[src/rtl/cpu_glue_pkg.sv]
// Shared constants, types and helper decode for the processor bus glue.
// How it works
// - Cycle type decoded from the three status bits
// - Address strobe starts each new bus cycle
// - Burst ready terminates every processor cycle
// - Next-address asserted for local memory cycles
// - Combined enable pin tells cycle cacheability
// - Same pin flags cacheable local memory cycle
// - Snoop strobe issued for external valid address
// - Same pin selects write-through in processor cycles
// - Coprocessor error drives interrupt request high
// - Clear-port write returns interrupt request low
// - Error input high restores ignore-error high
// - Modified hit prepares for line write-back
// - Cacheable local memory cycle means burst, reads only in a cacheable region
// - A20 mask from keyboard gate and port
// - Local address bit two from enables
// - Four local byte enables from eight
// - Split access spanning both halves in two
package cpu_glue_pkg;

  ////////////////////////////////////////////////////////////////////////////
  // Widths
  localparam int CPU_BE_W   = 8;              // Processor byte enables
  localparam int LOC_BE_W   = 4;              // Local byte enables
  localparam int IO_ADDR_W  = 13;             // Address bits 15:3 seen by the decode
  localparam int SYNC_STAGE = 2;              // Flip-flops in each pin synchroniser

  ////////////////////////////////////////////////////////////////////////////
  // Port decode: coprocessor clear port sits in byte lane 0 of word 0x1e
  localparam logic [IO_ADDR_W-1:0] FPU_CLEAR_WORD = 13'h001e; // Port f0h >> 3
  localparam int                   FPU_CLEAR_LANE = 0;        // Byte lane of port f0h

  ////////////////////////////////////////////////////////////////////////////
  // Transfer counts
  localparam logic [2:0] BURST_BEATS  = 3'h4; // Data phases in a line burst
  localparam logic [2:0] SINGLE_BEATS = 3'h1; // Data phases in a single transfer

  ////////////////////////////////////////////////////////////////////////////
  // Types
  typedef enum logic [2:0] {
    cyc_int_ack,                              // Interrupt acknowledge
    cyc_special,                              // Halt, shutdown and the like
    cyc_io_read,                              // I/O read
    cyc_io_write,                             // I/O write
    cyc_code_read,                            // Instruction fetch
    cyc_reserved,                             // Undefined encoding
    cyc_mem_read,                             // Memory data read
    cyc_mem_write                             // Memory data write
  } cycle_t;

  // Status bits m_io, d_c, w_r in that order map straight onto cycle_t
  function automatic cycle_t decode_cycle(input logic m_io, input logic d_c,
                                          input logic w_r);
    decode_cycle = cycle_t'({m_io, d_c, w_r});
  endfunction

endpackage

[src/rtl/be_split.sv]
// Maps eight processor byte enables onto one 32-bit local half.
`timescale 1ns/100ps
module be_split
  import cpu_glue_pkg::*;
(
  input  wire logic [CPU_BE_W-1:0] cpu_be_n,   // Processor byte enables, active low
  input  wire logic                second_pass, // Second local cycle of a split access
  output logic                     addr_bit2,  // Local address bit 2 for this pass
  output logic      [LOC_BE_W-1:0] half_be_n,  // Byte enables of the chosen half
  output logic                     needs_split // Both halves hold enabled bytes
);

  logic [LOC_BE_W-1:0] low_be_n;               // Bytes 3 to 0
  logic [LOC_BE_W-1:0] high_be_n;              // Bytes 7 to 4
  logic                low_used;               // Some low byte enabled
  logic                high_used;              // Some high byte enabled

  assign low_be_n  = cpu_be_n[LOC_BE_W-1:0];
  assign high_be_n = cpu_be_n[CPU_BE_W-1:LOC_BE_W];
  assign low_used  = ~&low_be_n;
  assign high_used = ~&high_be_n;

  // Low half goes first; the upper half follows on the second pass
  assign needs_split = low_used & high_used;
  assign addr_bit2   = second_pass | ~low_used;
  assign half_be_n   = addr_bit2 ? high_be_n : low_be_n;

endmodule

[src/rtl/cpu_host_local_bus_glue.sv]
// Processor bus cycle decode, termination and local bus byte-lane glue.
`timescale 1ns/100ps
module cpu_host_local_bus_glue
  import cpu_glue_pkg::*;
(
  input  wire logic                 clock,             // Master clock, 50 MHz
  input  wire logic                 resetn,            // Asynchronous reset, active low
  // Processor pins
  input  wire logic                 ads_n,             // Address strobe, active low
  input  wire logic                 m_io,              // Memory (1) or I/O (0)
  input  wire logic                 d_c,               // Data (1) or control (0)
  input  wire logic                 w_r,               // Write (1) or read (0)
  input  wire logic [CPU_BE_W-1:0]  be_n,              // Byte enables, active low
  input  wire logic [IO_ADDR_W-1:0] cpu_addr,          // Address bits 15:3
  input  wire logic                 ferr_n,            // Coprocessor error, active low
  input  wire logic                 hitm_n,            // Modified line hit, active low
  input  wire logic                 cache_n,           // Cacheable cycle, active low
  // Internal controller inputs on this clock
  input  wire logic                 cpu_owns_bus,      // Processor owns the bus
  input  wire logic                 local_mem_hit,     // Address hits local memory
  input  wire logic                 cacheable_region,  // Address may be cached
  input  wire logic                 mem_data_ready,    // Memory controller data phase done
  input  wire logic                 snoop_addr_valid,  // External agent drove an address
  input  wire logic                 write_through_req, // Use write-through for this line
  input  wire logic                 keyboard_a20_gate_state, // Emulated keyboard gate
  input  wire logic                 port92_a20_enable, // System control port bit 1
  // Local bus pins
  input  wire logic                 local_ready_n,     // Local cycle done, active low
  input  wire logic                 local_addr_bit2_i, // Address bit 2 pin level
  output logic                      local_addr_bit2_o, // Address bit 2 driven value
  output logic                      local_addr_bit2_oe,// Address bit 2 drive enable
  input  wire logic [LOC_BE_W-1:0]  local_byte_enable_n_i,  // Byte enable pin levels
  output logic      [LOC_BE_W-1:0]  local_byte_enable_n_o,  // Byte enables driven
  output logic                      local_byte_enable_n_oe, // Byte enable drive enable
  output logic                      local_start_n,     // Local cycle start, active low
  // Processor outputs
  output logic                      brdy_n,            // Burst ready, active low
  output logic                      na_n,              // Next address, active low
  output logic                      local_memory_cycle_n, // Cache enable / local memory
  output logic                      ext_addr_write_through_n, // Snoop strobe / write-through
  output logic                      fpu_irq,           // Coprocessor interrupt request
  output logic                      ignore_fpu_error_n,// Ignore coprocessor error
  output logic                      a20_mask_n,        // Address 20 mask, active low
  // Status towards the rest of the controller
  output logic                      writeback_pending, // Modified line write-back expected
  output logic                      burst_expected,    // Current cycle is a line burst
  output cycle_t                    cycle_type,        // Decoded type of current cycle
  output logic                      master_addr_bit2,  // Bit 2 seen in other-master cycles
  output logic      [LOC_BE_W-1:0]  master_byte_enable_n // Enables seen from other masters
);

  ////////////////////////////////////////////////////////////////////////////
  // Pin synchronisers

  localparam int CPU_SYNC_W = 6 + CPU_BE_W + IO_ADDR_W; // Processor pin group
  localparam int LOC_SYNC_W = 3 + LOC_BE_W;             // Cacheable, ready, bit 2, enables

  logic [CPU_SYNC_W-1:0] cpu_raw;              // Processor pins before sync
  logic [CPU_SYNC_W-1:0] cpu_sync;             // Processor pins after sync
  logic [LOC_SYNC_W-1:0] loc_raw;              // Local pins before sync
  logic [LOC_SYNC_W-1:0] loc_sync;             // Local pins after sync

  assign cpu_raw = {ads_n, m_io, d_c, w_r, ferr_n, hitm_n, be_n, cpu_addr};
  assign loc_raw = {cache_n, local_ready_n, local_addr_bit2_i, local_byte_enable_n_i};

  // Everything idles high; the first stage is read by nothing else
  pin_sync #(.WIDTH(CPU_SYNC_W), .RST_VAL(1'b1)) u_cpu_sync (
    .clock    (clock),
    .resetn   (resetn),
    .pin_in   (cpu_raw),
    .sync_out (cpu_sync)
  );

  pin_sync #(.WIDTH(LOC_SYNC_W), .RST_VAL(1'b1)) u_loc_sync (
    .clock    (clock),
    .resetn   (resetn),
    .pin_in   (loc_raw),
    .sync_out (loc_sync)
  );

  logic                 s_ads_n;               // Synced address strobe
  logic                 s_m_io;                // Synced memory/IO
  logic                 s_d_c;                 // Synced data/control
  logic                 s_w_r;                 // Synced write/read
  logic                 s_ferr_n;              // Synced coprocessor error
  logic                 s_hitm_n;              // Synced modified hit
  logic [CPU_BE_W-1:0]  s_be_n;                // Synced byte enables
  logic [IO_ADDR_W-1:0] s_addr;                // Synced address
  logic                 s_cache_n;             // Synced cacheable flag
  logic                 s_lrdy_n;              // Synced local ready
  logic                 s_la2;                 // Synced local bit 2
  logic [LOC_BE_W-1:0]  s_lbe_n;               // Synced local enables

  assign {s_ads_n, s_m_io, s_d_c, s_w_r, s_ferr_n, s_hitm_n, s_be_n, s_addr} = cpu_sync;
  assign {s_cache_n, s_lrdy_n, s_la2, s_lbe_n} = loc_sync;

  ////////////////////////////////////////////////////////////////////////////
  // Cycle decode

  typedef enum logic [2:0] {
    st_idle,                                   // Waiting for an address strobe
    st_mem,                                    // Local memory data phases
    st_start,                                  // Launch a local bus cycle
    st_local,                                  // Waiting for local ready
    st_done                                    // Final burst ready
  } state_t;

  state_t     state_q, state_d;                // Cycle sequencer
  cycle_t     cyc_q;                           // Type of cycle in progress
  logic [CPU_BE_W-1:0] be_q;                   // Enables latched at the strobe
  logic       second_q, second_d;              // Second pass of a split access
  logic [2:0] beats_q, beats_d;                // Data phases still owed

  wire  cycle_t new_cyc     = decode_cycle(s_m_io, s_d_c, s_w_r);
  wire  logic   new_start   = ~s_ads_n & cpu_owns_bus & (state_q == st_idle);
  wire  logic   is_mem      = (new_cyc == cyc_mem_read) | (new_cyc == cyc_mem_write)
                              | (new_cyc == cyc_code_read);
  wire  logic   mem_hit     = is_mem & local_mem_hit;
  wire  logic   cache_ok    = mem_hit & cacheable_region;
  wire  logic   is_burst    = ~s_cache_n & (s_w_r | cache_ok);
  wire  logic   clear_write = (new_cyc == cyc_io_write) & (s_addr == FPU_CLEAR_WORD)
                              & ~s_be_n[FPU_CLEAR_LANE];
  wire  logic   no_target   = (new_cyc == cyc_special) | (new_cyc == cyc_reserved)
                              | clear_write;

  // Byte lane mapping for the current pass
  logic                split_need;             // Both halves enabled
  logic                pass_la2;               // Bit 2 for this pass
  logic [LOC_BE_W-1:0] pass_be_n;              // Enables for this pass

  be_split u_be_split (
    .cpu_be_n    (be_q),
    .second_pass (second_q),
    .addr_bit2   (pass_la2),
    .half_be_n   (pass_be_n),
    .needs_split (split_need)
  );

  ////////////////////////////////////////////////////////////////////////////
  // Sequencer next state: every path ends in a burst ready

  always_comb begin
    state_d  = state_q;
    second_d = second_q;
    beats_d  = beats_q;
    case (state_q)
      st_idle: begin
        second_d = 1'b0;
        if (new_start) begin
          if (no_target) begin
            state_d = st_done;
          end else if (mem_hit) begin
            state_d = st_mem;
            beats_d = is_burst ? BURST_BEATS : SINGLE_BEATS;
          end else begin
            state_d = st_start;
          end
        end
      end
      st_mem: begin
        if (mem_data_ready) begin
          beats_d = beats_q - SINGLE_BEATS;
          if (beats_q == SINGLE_BEATS) begin
            state_d = st_idle;
          end
        end
      end
      st_start: begin
        state_d = st_local;
      end
      st_local: begin
        if (!s_lrdy_n) begin
          if (split_need && !second_q) begin
            second_d = 1'b1;
            state_d  = st_start;
          end else begin
            state_d  = st_done;
          end
        end
      end
      st_done: begin
        state_d = st_idle;
      end
      default: begin
        state_d = st_idle;
      end
    endcase
  end

  // Sequencer registers
  always_ff @(posedge clock or negedge resetn) begin
    if (!resetn) begin
      state_q  <= st_idle;
      second_q <= 1'b0;
      beats_q  <= 3'h0;
    end else begin
      state_q  <= state_d;
      second_q <= second_d;
      beats_q  <= beats_d;
    end
  end

  // Cycle attributes latched at the strobe
  always_ff @(posedge clock or negedge resetn) begin
    if (!resetn) begin
      cyc_q <= cyc_special;
      be_q  <= '1;
    end else if (new_start) begin
      cyc_q <= new_cyc;
      be_q  <= s_be_n;
    end
  end

  ////////////////////////////////////////////////////////////////////////////
  // Processor handshake outputs

  logic brdy_q;                                // Burst ready, active low
  logic na_q;                                  // Next address, active low
  logic ken_q;                                 // Cache enable / local memory
  logic ewt_q;                                 // Snoop strobe / write-through
  logic burst_q;                               // Burst expected

  wire logic brdy_d = ~(((state_q == st_mem) & mem_data_ready) | (state_d == st_done));

  // A snoop strobe only when the processor is off the bus; otherwise the pin
  // carries the write policy of the current processor cycle
  wire logic ewt_d  = cpu_owns_bus ? ~write_through_req
                                   : ~snoop_addr_valid;

  always_ff @(posedge clock or negedge resetn) begin
    if (!resetn) begin
      brdy_q  <= 1'b1;
      na_q    <= 1'b1;
      ken_q   <= 1'b1;
      ewt_q   <= 1'b1;
      burst_q <= 1'b0;
    end else begin
      brdy_q  <= brdy_d;
      na_q    <= ~(new_start & mem_hit);
      // Held for the whole cycle so the companion sees it as a level
      if (new_start) begin
        ken_q   <= ~cache_ok;
        burst_q <= is_burst & mem_hit;
      end else if (state_d == st_idle) begin
        ken_q   <= 1'b1;
        burst_q <= 1'b0;
      end
      ewt_q   <= ewt_d;
    end
  end

  ////////////////////////////////////////////////////////////////////////////
  // Coprocessor error handling

  logic irq_q;                                 // Interrupt request level
  logic ign_q;                                 // Ignore error, active low
  logic ferr_prev_q;                           // Error level one cycle ago

  wire logic ferr_fall   = ferr_prev_q & ~s_ferr_n;
  wire logic clear_event = new_start & clear_write;

  // A new error edge wins over a clear-port write in the same cycle
  always_ff @(posedge clock or negedge resetn) begin
    if (!resetn) begin
      irq_q       <= 1'b0;
      ign_q       <= 1'b1;
      ferr_prev_q <= 1'b1;
    end else begin
      ferr_prev_q <= s_ferr_n;
      if (ferr_fall) begin
        irq_q <= 1'b1;
      end else if (clear_event) begin
        irq_q <= 1'b0;
      end
      if (s_ferr_n) begin
        ign_q <= 1'b1;
      end else if (clear_event) begin
        ign_q <= 1'b0;
      end
    end
  end

  ////////////////////////////////////////////////////////////////////////////
  // Gate A20 and write-back preparation

  logic a20_q;                                 // Address 20 mask, active low
  logic wb_q;                                  // Write-back pending

  always_ff @(posedge clock or negedge resetn) begin
    if (!resetn) begin
      a20_q <= 1'b0;
      wb_q  <= 1'b0;
    end else begin
      a20_q <= keyboard_a20_gate_state | port92_a20_enable;
      // Set during an inquire; the processor's next write is the line
      // write-back, so that strobe clears it, but a fresh hit wins
      if (!s_hitm_n) begin
        wb_q <= 1'b1;
      end else if (new_start && s_w_r) begin
        wb_q <= 1'b0;
      end
    end
  end

  ////////////////////////////////////////////////////////////////////////////
  // Local bus lanes: driven in processor cycles, sampled otherwise

  logic                la2_q;                  // Driven bit 2
  logic [LOC_BE_W-1:0] lbe_q;                  // Driven enables
  logic                drv_q;                  // Drive enable for both
  logic                lstart_q;               // Local start, active low
  logic                m_la2_q;                // Sampled bit 2
  logic [LOC_BE_W-1:0] m_lbe_q;                // Sampled enables

  always_ff @(posedge clock or negedge resetn) begin
    if (!resetn) begin
      la2_q    <= 1'b0;
      lbe_q    <= '1;
      drv_q    <= 1'b0;
      lstart_q <= 1'b1;
      m_la2_q  <= 1'b0;
      m_lbe_q  <= '1;
    end else begin
      drv_q    <= cpu_owns_bus;
      la2_q    <= pass_la2;
      lbe_q    <= pass_be_n;
      lstart_q <= ~(state_q == st_start);
      // Bus pins are inputs while another master owns them
      if (!cpu_owns_bus) begin
        m_la2_q <= s_la2;
        m_lbe_q <= s_lbe_n;
      end
    end
  end

  ////////////////////////////////////////////////////////////////////////////
  // Output wiring, all straight from flip-flops

  assign brdy_n                   = brdy_q;
  assign na_n                     = na_q;
  assign local_memory_cycle_n     = ken_q;
  assign ext_addr_write_through_n = ewt_q;
  assign fpu_irq                  = irq_q;
  assign ignore_fpu_error_n       = ign_q;
  assign a20_mask_n               = a20_q;
  assign writeback_pending        = wb_q;
  assign burst_expected           = burst_q;
  assign cycle_type               = cyc_q;
  assign local_addr_bit2_o        = la2_q;
  assign local_addr_bit2_oe       = drv_q;
  assign local_byte_enable_n_o    = lbe_q;
  assign local_byte_enable_n_oe   = drv_q;
  assign local_start_n            = lstart_q;
  assign master_addr_bit2         = m_la2_q;
  assign master_byte_enable_n     = m_lbe_q;

endmodule

[src/rtl/pin_sync.sv]
// Two-stage synchroniser for a group of pin inputs.
`timescale 1ns/100ps
module pin_sync
  import cpu_glue_pkg::*;
#(
  parameter int    WIDTH   = 1,               // Number of bits in the group
  parameter logic  RST_VAL = 1'b1             // Idle level of every bit
) (
  input  wire logic             clock,        // Master clock
  input  wire logic             resetn,       // Asynchronous reset, active low
  input  wire logic [WIDTH-1:0] pin_in,       // Raw pin levels
  output logic      [WIDTH-1:0] sync_out      // Levels after two flip-flops
);

  logic [WIDTH-1:0] meta_q;                   // First stage, read only by stage two
  logic [WIDTH-1:0] sync_q;                   // Second stage

  ////////////////////////////////////////////////////////////////////////////
  // One pair of flip-flops per bit
  genvar i;
  generate
    for (i = 0; i < WIDTH; i++) begin : g_bit
      always_ff @(posedge clock or negedge resetn) begin
        if (!resetn) begin
          meta_q[i] <= RST_VAL;
          sync_q[i] <= RST_VAL;
        end else begin
          meta_q[i] <= pin_in[i];
          sync_q[i] <= meta_q[i];
        end
      end
    end
  endgenerate

  assign sync_out = sync_q;

endmodule

[config.mk]
export PLATFORM = sky130hd
export DESIGN_NAME = cpu_host_local_bus_glue
export DESIGN_NICKNAME = d
export VERILOG_FILES = /design/src/rtl/cpu_glue_pkg.sv /design/src/rtl/be_split.sv /design/src/rtl/cpu_host_local_bus_glue.sv /design/src/rtl/pin_sync.sv
export SDC_FILE = /design/constraint.sdc
export NUM_CORES = 1
export LEC_CHECK = 0
export ABC_CLOCK_PERIOD_IN_PS = 1550
export BUFFER_PORTS_ARGS = -buffer_cell sky130_fd_sc_hd__buf_2
export CAP_MARGIN = 25
export CORE_MARGIN = 1.5
export CORE_UTILIZATION = 25
export DETAILED_ROUTE_END_ITERATION = 16
export GPL_ROUTABILITY_DRIVEN = 0
export SETUP_SLACK_MARGIN = 0.3
export SLEW_MARGIN = 5
export SYNTH_ARGS = -nofsm -noshare
export SYNTH_HDL_FRONTEND = slang
export SYNTH_SLANG_ARGS = --single-unit
[constraint.sdc]
create_clock -name clock -period 1.55 [get_ports clock]
set_input_delay 0.0775 -clock clock [delete_from_list [all_inputs] [get_ports clock]]
set_output_delay 0.0775 -clock clock [all_outputs]
set_load 0.01 [all_outputs]
Word-level counts from Yosys, hierarchy flattened

Cells that the tools add are included.

Add/sub/neg operators: 1
Equality and inequality tests: 19
Muxes and demuxes: 28
Bitwise gates (word level): 31
Reductions and logical operators: 16

Operator list:

| kind                | count |
|---|---|
| $mux 3              | 11 |
| $eq 3x3->1 const B  | 5 |
| $ne 2x2->1 const B  | 7 |
| $and 1x1->1         | 13 |
| $eq 13x5->1 const B | 1 |
| $mux 1              | 12 |
| $pmux 3 s4          | 1 |
| $not 1->1           | 10 |
| $reduce_bool 2->1   | 5 |
| $eq 3x1->1 const B  | 3 |
| $eq 3x2->1 const B  | 3 |
| $or 1x1->1          | 8 |
| $reduce_and 4->1    | 2 |
| $logic_not 3->1     | 2 |
| $pmux 3 s2          | 1 |
| $reduce_and 5->1    | 1 |
| $mux 4              | 1 |
| $logic_not 1->1     | 3 |
| $reduce_and 3->1    | 1 |
| $sub 3x1->3 const B | 1 |
| $logic_and 1x1->1   | 2 |
| $mux 2              | 1 |
| $pmux 1 s2          | 1 |

Register bits: 108
Input port bits: 44
Output and inout port bits: 25

Logic depth before layout (Yosys ltp)

Depth in word-level cells: 12
Depth in mapped cells: 7

Cells and area by module

Synthesis repeated with hierarchy kept, for this count alone.

Cell total of the unflattened synthesis: 235
Area, all modules: 3,599.7 sq um

Modules (own cells, without submodules):

| module                  | instances | cells an instance | area each (sq um) | seq. area each (sq um) |
|---|---|---|---|---|
| cpu_host_local_bus_glue | 1         | 155               | 1,722.9           | 1,031.0 |
| pin_sync at u_cpu_sync  | 1         | 54                | 1,418.9           | 1,418.9 |
| pin_sync at u_loc_sync  | 1         | 14                | 367.9             | 367.9 |
| be_split                | 1         | 12                | 90.1              | 0.0 |

Worst setup path after synthesis

Ideal clock, no wire load.

Path kind: reg2reg
Start point: register state_q[2]
End point: register beats_q[2]
Setup time: 0.125 ns
Arrival time: 1.253 ns
Data required time: 1.425 ns
Path slack: 0.172 ns
Cell stages (with the launch flop): 7
Buffers on the path: 1
Path through: dfrtp_1 > nor3_2 > and4_1 > buf_6 > inv_2 > nor3_2 > nor4_2

Word-level cells in the longest chain between the ends: 4

Ends and longest elaborated chain:

| what                              | RTL line                                                       | source |
|---|---|---|
| start, declared                   | cpu_host_local_bus_glue.sv:108                                 | `state_t state_q, state_d;` |
| start signal, assigned            | cpu_host_local_bus_glue.sv:193                                 | `state_q <= st_idle;` |
| start signal, assigned            | cpu_host_local_bus_glue.sv:197                                 | `state_q <= state_d;` |
| $logic_not 3->1                   | cpu_host_local_bus_glue.sv:115, cpu_host_local_bus_glue.sv:146 |  |
| $and 1x1->1                       | cpu_host_local_bus_glue.sv:115                                 | `wire logic new_start = ~s_ads_n & cpu_owns_bus & (state_q == st_idle);` |
| $ne 2x2->1 (no source line)       | -                                                              |  |
| $reduce_and 5->1 (no source line) | -                                                              |  |
| end signal, assigned              | cpu_host_local_bus_glue.sv:199                                 | `beats_q <= beats_d;` |
| end, declared                     | cpu_host_local_bus_glue.sv:112                                 | `logic [2:0] beats_q, beats_d;` |

Several ways; a longest one is shown, not always the timed one.
A chain may end at the register's enable or synchronous reset.

Worst setup path in the final report

Start point: register u_cpu_sync.sync_q[25], in the netlist u_cpu_sync.sync_out[25]
End point: register beats_q[2]

Word-level cells in the longest chain between the ends: 12

Ends and longest elaborated chain:

| what                            | RTL line                       | source |
|---|---|---|
| start, declared                 | pin_sync.sv:16                 | `logic [WIDTH-1:0] sync_q;` |
| start signal, assigned by index | pin_sync.sv:29                 | `sync_q[i] <= meta_q[i];` |
| $eq 3x3->1                      | cpu_host_local_bus_glue.sv:116 | `wire logic is_mem = (new_cyc == cyc_mem_read) \| (new_cyc == cyc_mem_write)` |
| $or 1x1->1                      | cpu_host_local_bus_glue.sv:116 |  |
| $or 1x1->1                      | cpu_host_local_bus_glue.sv:117 | `\| (new_cyc == cyc_code_read);` |
| $and 1x1->1                     | cpu_host_local_bus_glue.sv:118 | `wire logic mem_hit = is_mem & local_mem_hit;` |
| $and 1x1->1                     | cpu_host_local_bus_glue.sv:119 | `wire logic cache_ok = mem_hit & cacheable_region;` |
| $or 1x1->1                      | cpu_host_local_bus_glue.sv:120 | `wire logic is_burst = ~s_cache_n & (s_w_r \| cache_ok);` |
| $and 1x1->1                     | cpu_host_local_bus_glue.sv:120 |  |
| $mux 3                          | cpu_host_local_bus_glue.sv:154 | `beats_d = is_burst ? BURST_BEATS : SINGLE_BEATS;` |
| $mux 3                          | cpu_host_local_bus_glue.sv:152 | `end else if (mem_hit) begin` |
| $mux 3                          | cpu_host_local_bus_glue.sv:150 | `if (no_target) begin` |
| $mux 3                          | cpu_host_local_bus_glue.sv:149 | `if (new_start) begin` |
| $pmux 3 s2                      | cpu_host_local_bus_glue.sv:146 | `case (state_q)` |

Several ways; a longest one is shown, not always the timed one. The select of a mux whose other input is x is not followed.

==> results_dict.tcl <==
set metrics [dict create \
    ys_top_cells_by_area "dfstp_2 (68%), dfrtp_1 (11%), nand2_1 (3.7%)" \
    max_freq_mhz 733 \
    htreeDepth 3 \
    timing.final.crit_period_ns 1.36 \
    clkPwrFrac 0.311 \
    ir_worst_vdd_mv 0.591 \
    drcViolationCount 0 \
    yosysUniqueCellTypes 46 \
    cap_viol_max_count 0 \
    die_w_um 122 \
    start_kind "flip-flop" \
    synth_ff_type "dfstp_2" \
    clk_transition_reported_paths_ns 0.07 \
    grt_pass1_vias 2319 \
    placedInstanceArea_sq_um 4150 \
    numCtsBuffers 9 \
    yosys.area.top_type "dfstp_2" \
    start_util 0.256 \
    path_class "reg -> reg" \
    setup_viol 0 \
    cp-end-kind "flip-flop" \
    antenna_left 0 \
    async_flop_share 1.00 \
    drive_above_1_share 0.650 \
    slew_viol_final 0 \
    grt_pass1_wl_mm 11.5 \
    tightest_slew_ns 0.500 \
    n_antenna_cell 0 \
    seq_power_share 0.487 \
    syn-mean-instance-area_sq_um 16.0 \
    clock-sinks 108 \
    yosys_warnings 0 \
    num_io_pins 69 \
    intPower_mw 5.68 \
    final_common_cell "dfstp_2" \
    dieArea_sq_um 15000 \
    cts_tree "done" \
    rsz0062_at_grt "true" \
    crit_buf_inv 0 \
    slowest_stage "dfstp_2" \
    power.density_nw_per_um2 1530 \
    critical-path-top-delay-family "simple AND/OR/NAND/NOR gates" \
    ys_seq_area_frac 0.792 \
    p_switching_mw 2.09 \
    synthCells 223 \
    cts_buffer_depth 2 \
    total_power_mw 7.76 \
    layout.nets 398 \
    p_sw_frac 0.269 \
    cp_cell_sequence "and2_4 -> and4_4 -> nor3_1 -> nor4_2" \
    synth-edff-count 0 \
    fp-row-count 43 \
    fin_tns_setup_ns 0 \
    hold_viol_final 0 \
    antenna_found_initial 0 \
    crit_required_ns 1.80 \
    max_stage_delay_ns 0.58 \
    post-route-cell-area_sq_um 5080 \
    dp_hpwl_mm 4.63 \
    pwr-share-comb 0.202 \
    period_share 0.880 \
    most-common-layout-cells "dfstp_2 (92), buf_2 (67), dlygate4sd3_1 (40)" \
    hold_path.class "in -> reg" \
    clockRootBuffer "clkbuf_16" \
    reg2reg_depth 4 \
    whs_ns 0.0534 \
    core_sq_um 13900 \
    die_height_um 122 \
    dr.pass1.iters 2 \
    relSlewSlack 0.666 \
    cp_max_fo 5 \
    yosysTopAreaCellShare 0.680 \
    cp.depth 4 \
    grt_overflow 0 \
    p_leak_nw 2.15 \
    wl_per_cell_um 13.2 \
    ys_ff_latch 108 \
    arrival_ns 1.61 \
    clock_latency_ns 0.34 \
    vias 2130 \
    status "finished clean" \
    initialDrtViolationCount 35 \
    wirelength_mm 7.11 \
    clock-skew-final_ns 0.00793 \
    synth_area_sq_um 3560 \
    grt_max_degree 43 \
    syn_nets 269 \
    grtUsageTotal 0.102 \
    area_delta_synth_final_pct 42.8 \
    whs_path_depth 2 \
    io_buffers 68 \
    viasPerCell 3.97 \
]
## state kept, by name (all words and copies together) (netlist names), 3 cells and up
name / count
master_byte_enable_n: 4
u_cpu_sync.meta_q: 27
u_cpu_sync.sync_out: 27
u_loc_sync.sync_out: 7
be_q: 8
beats_q: 3
u_loc_sync.meta_q: 7
state_q: 3
cycle_type: 3
local_byte_enable_n_o: 4
## worst paths after layout
kind / from / endpoint / slack [ns]
max in group asynchronous: resetn / u_cpu_sync.meta_q[13] / 0.64
min: cpu_owns_bus / local_addr_bit2_oe / 0.05
min in group asynchronous: resetn / cycle_type[1] / 0.25
min reg2reg: u_cpu_sync.meta_q[13] / u_cpu_sync.sync_out[13] / 0.35
max: u_cpu_sync.sync_out[25] / beats_q[2] / 0.19
max reg2reg: u_cpu_sync.sync_out[25] / beats_q[2] / 0.19
## layer usage
metal | global-route usage | routed length, um | part of all wire
met5 | 0 | 0 | 0
met4 | 0.0414 | 111 | 0.016
met3 | 0.0349 | 350 | 0.049
met2 | 0.163 | 3510 | 0.49
met1 | 0.127 | 3140 | 0.44
## cells in the mapped netlist, types with 3 or more instances
master   count
mux2_2       5
buf_6        3
nand2_1     35
o31ai_1      4
nor3_1       3
and2_1       3
dfrtp_1     16
inv_1        6
nand3_1      3
dfstp_2     92
o22a_1       4
o21ai_0      3
nor2_1       6
## cells by family after synthesis
group,after synthesis,share of synthesized area
adder cells (fa/ha/maj),2,0.00703
flip-flops,108,0.792
AO/OA/AOI/OAI,25,0.0566
buffers and inverters,14,0.0225
multiplexers,6,0.0186
AND/OR/NAND/NOR,68,0.103
## timing repair
action,in CTS,in global routing
resized for setup,28,9
pin swaps,13,7
hold buffers,40,0
cloned,1,0
endpoints found under the setup margin,25,24
buffers inserted,7,1
hold endpoints to repair,49,0
## power by group through the flow
| stage | logic [mW] | clock network [mW] | registers [mW] |
|---|---|---|---|
| finish | 1.57 | 2.41 | 3.78 |
| global route | 1.73 | 2.61 | 3.84 |
| CTS | 1.54 | 2.50 | 3.78 |
| detailed placement | 1.23 | 0 | 3.76 |
| global placement | 1.18 | 0 | 3.74 |
| floorplan | 0.686 | 0 | 3.78 |
## final cells by class
type	count	area (sq um)
clock inverters	6	88.8
fillers	1323	8800
well taps	180	225
multi-input cells	102	815
clock buffers	10	229
inverters	8	30.0
repair buffers	123	872
flip-flops and latches	108	2820
## stage by stage
stage	instances	setup WS, ns	util
2_1_floorplan	223	0.230	-
3_3_place_gp	472	0.0796	0.299
3_5_place_dp	472	-0.0170	0.299
4_1_cts	536	0.187	0.364
5_1_grt	537	0.134	0.366
6_report	537	0.187	0.366
Note: power is estimated with default switching activity, not from simulation.
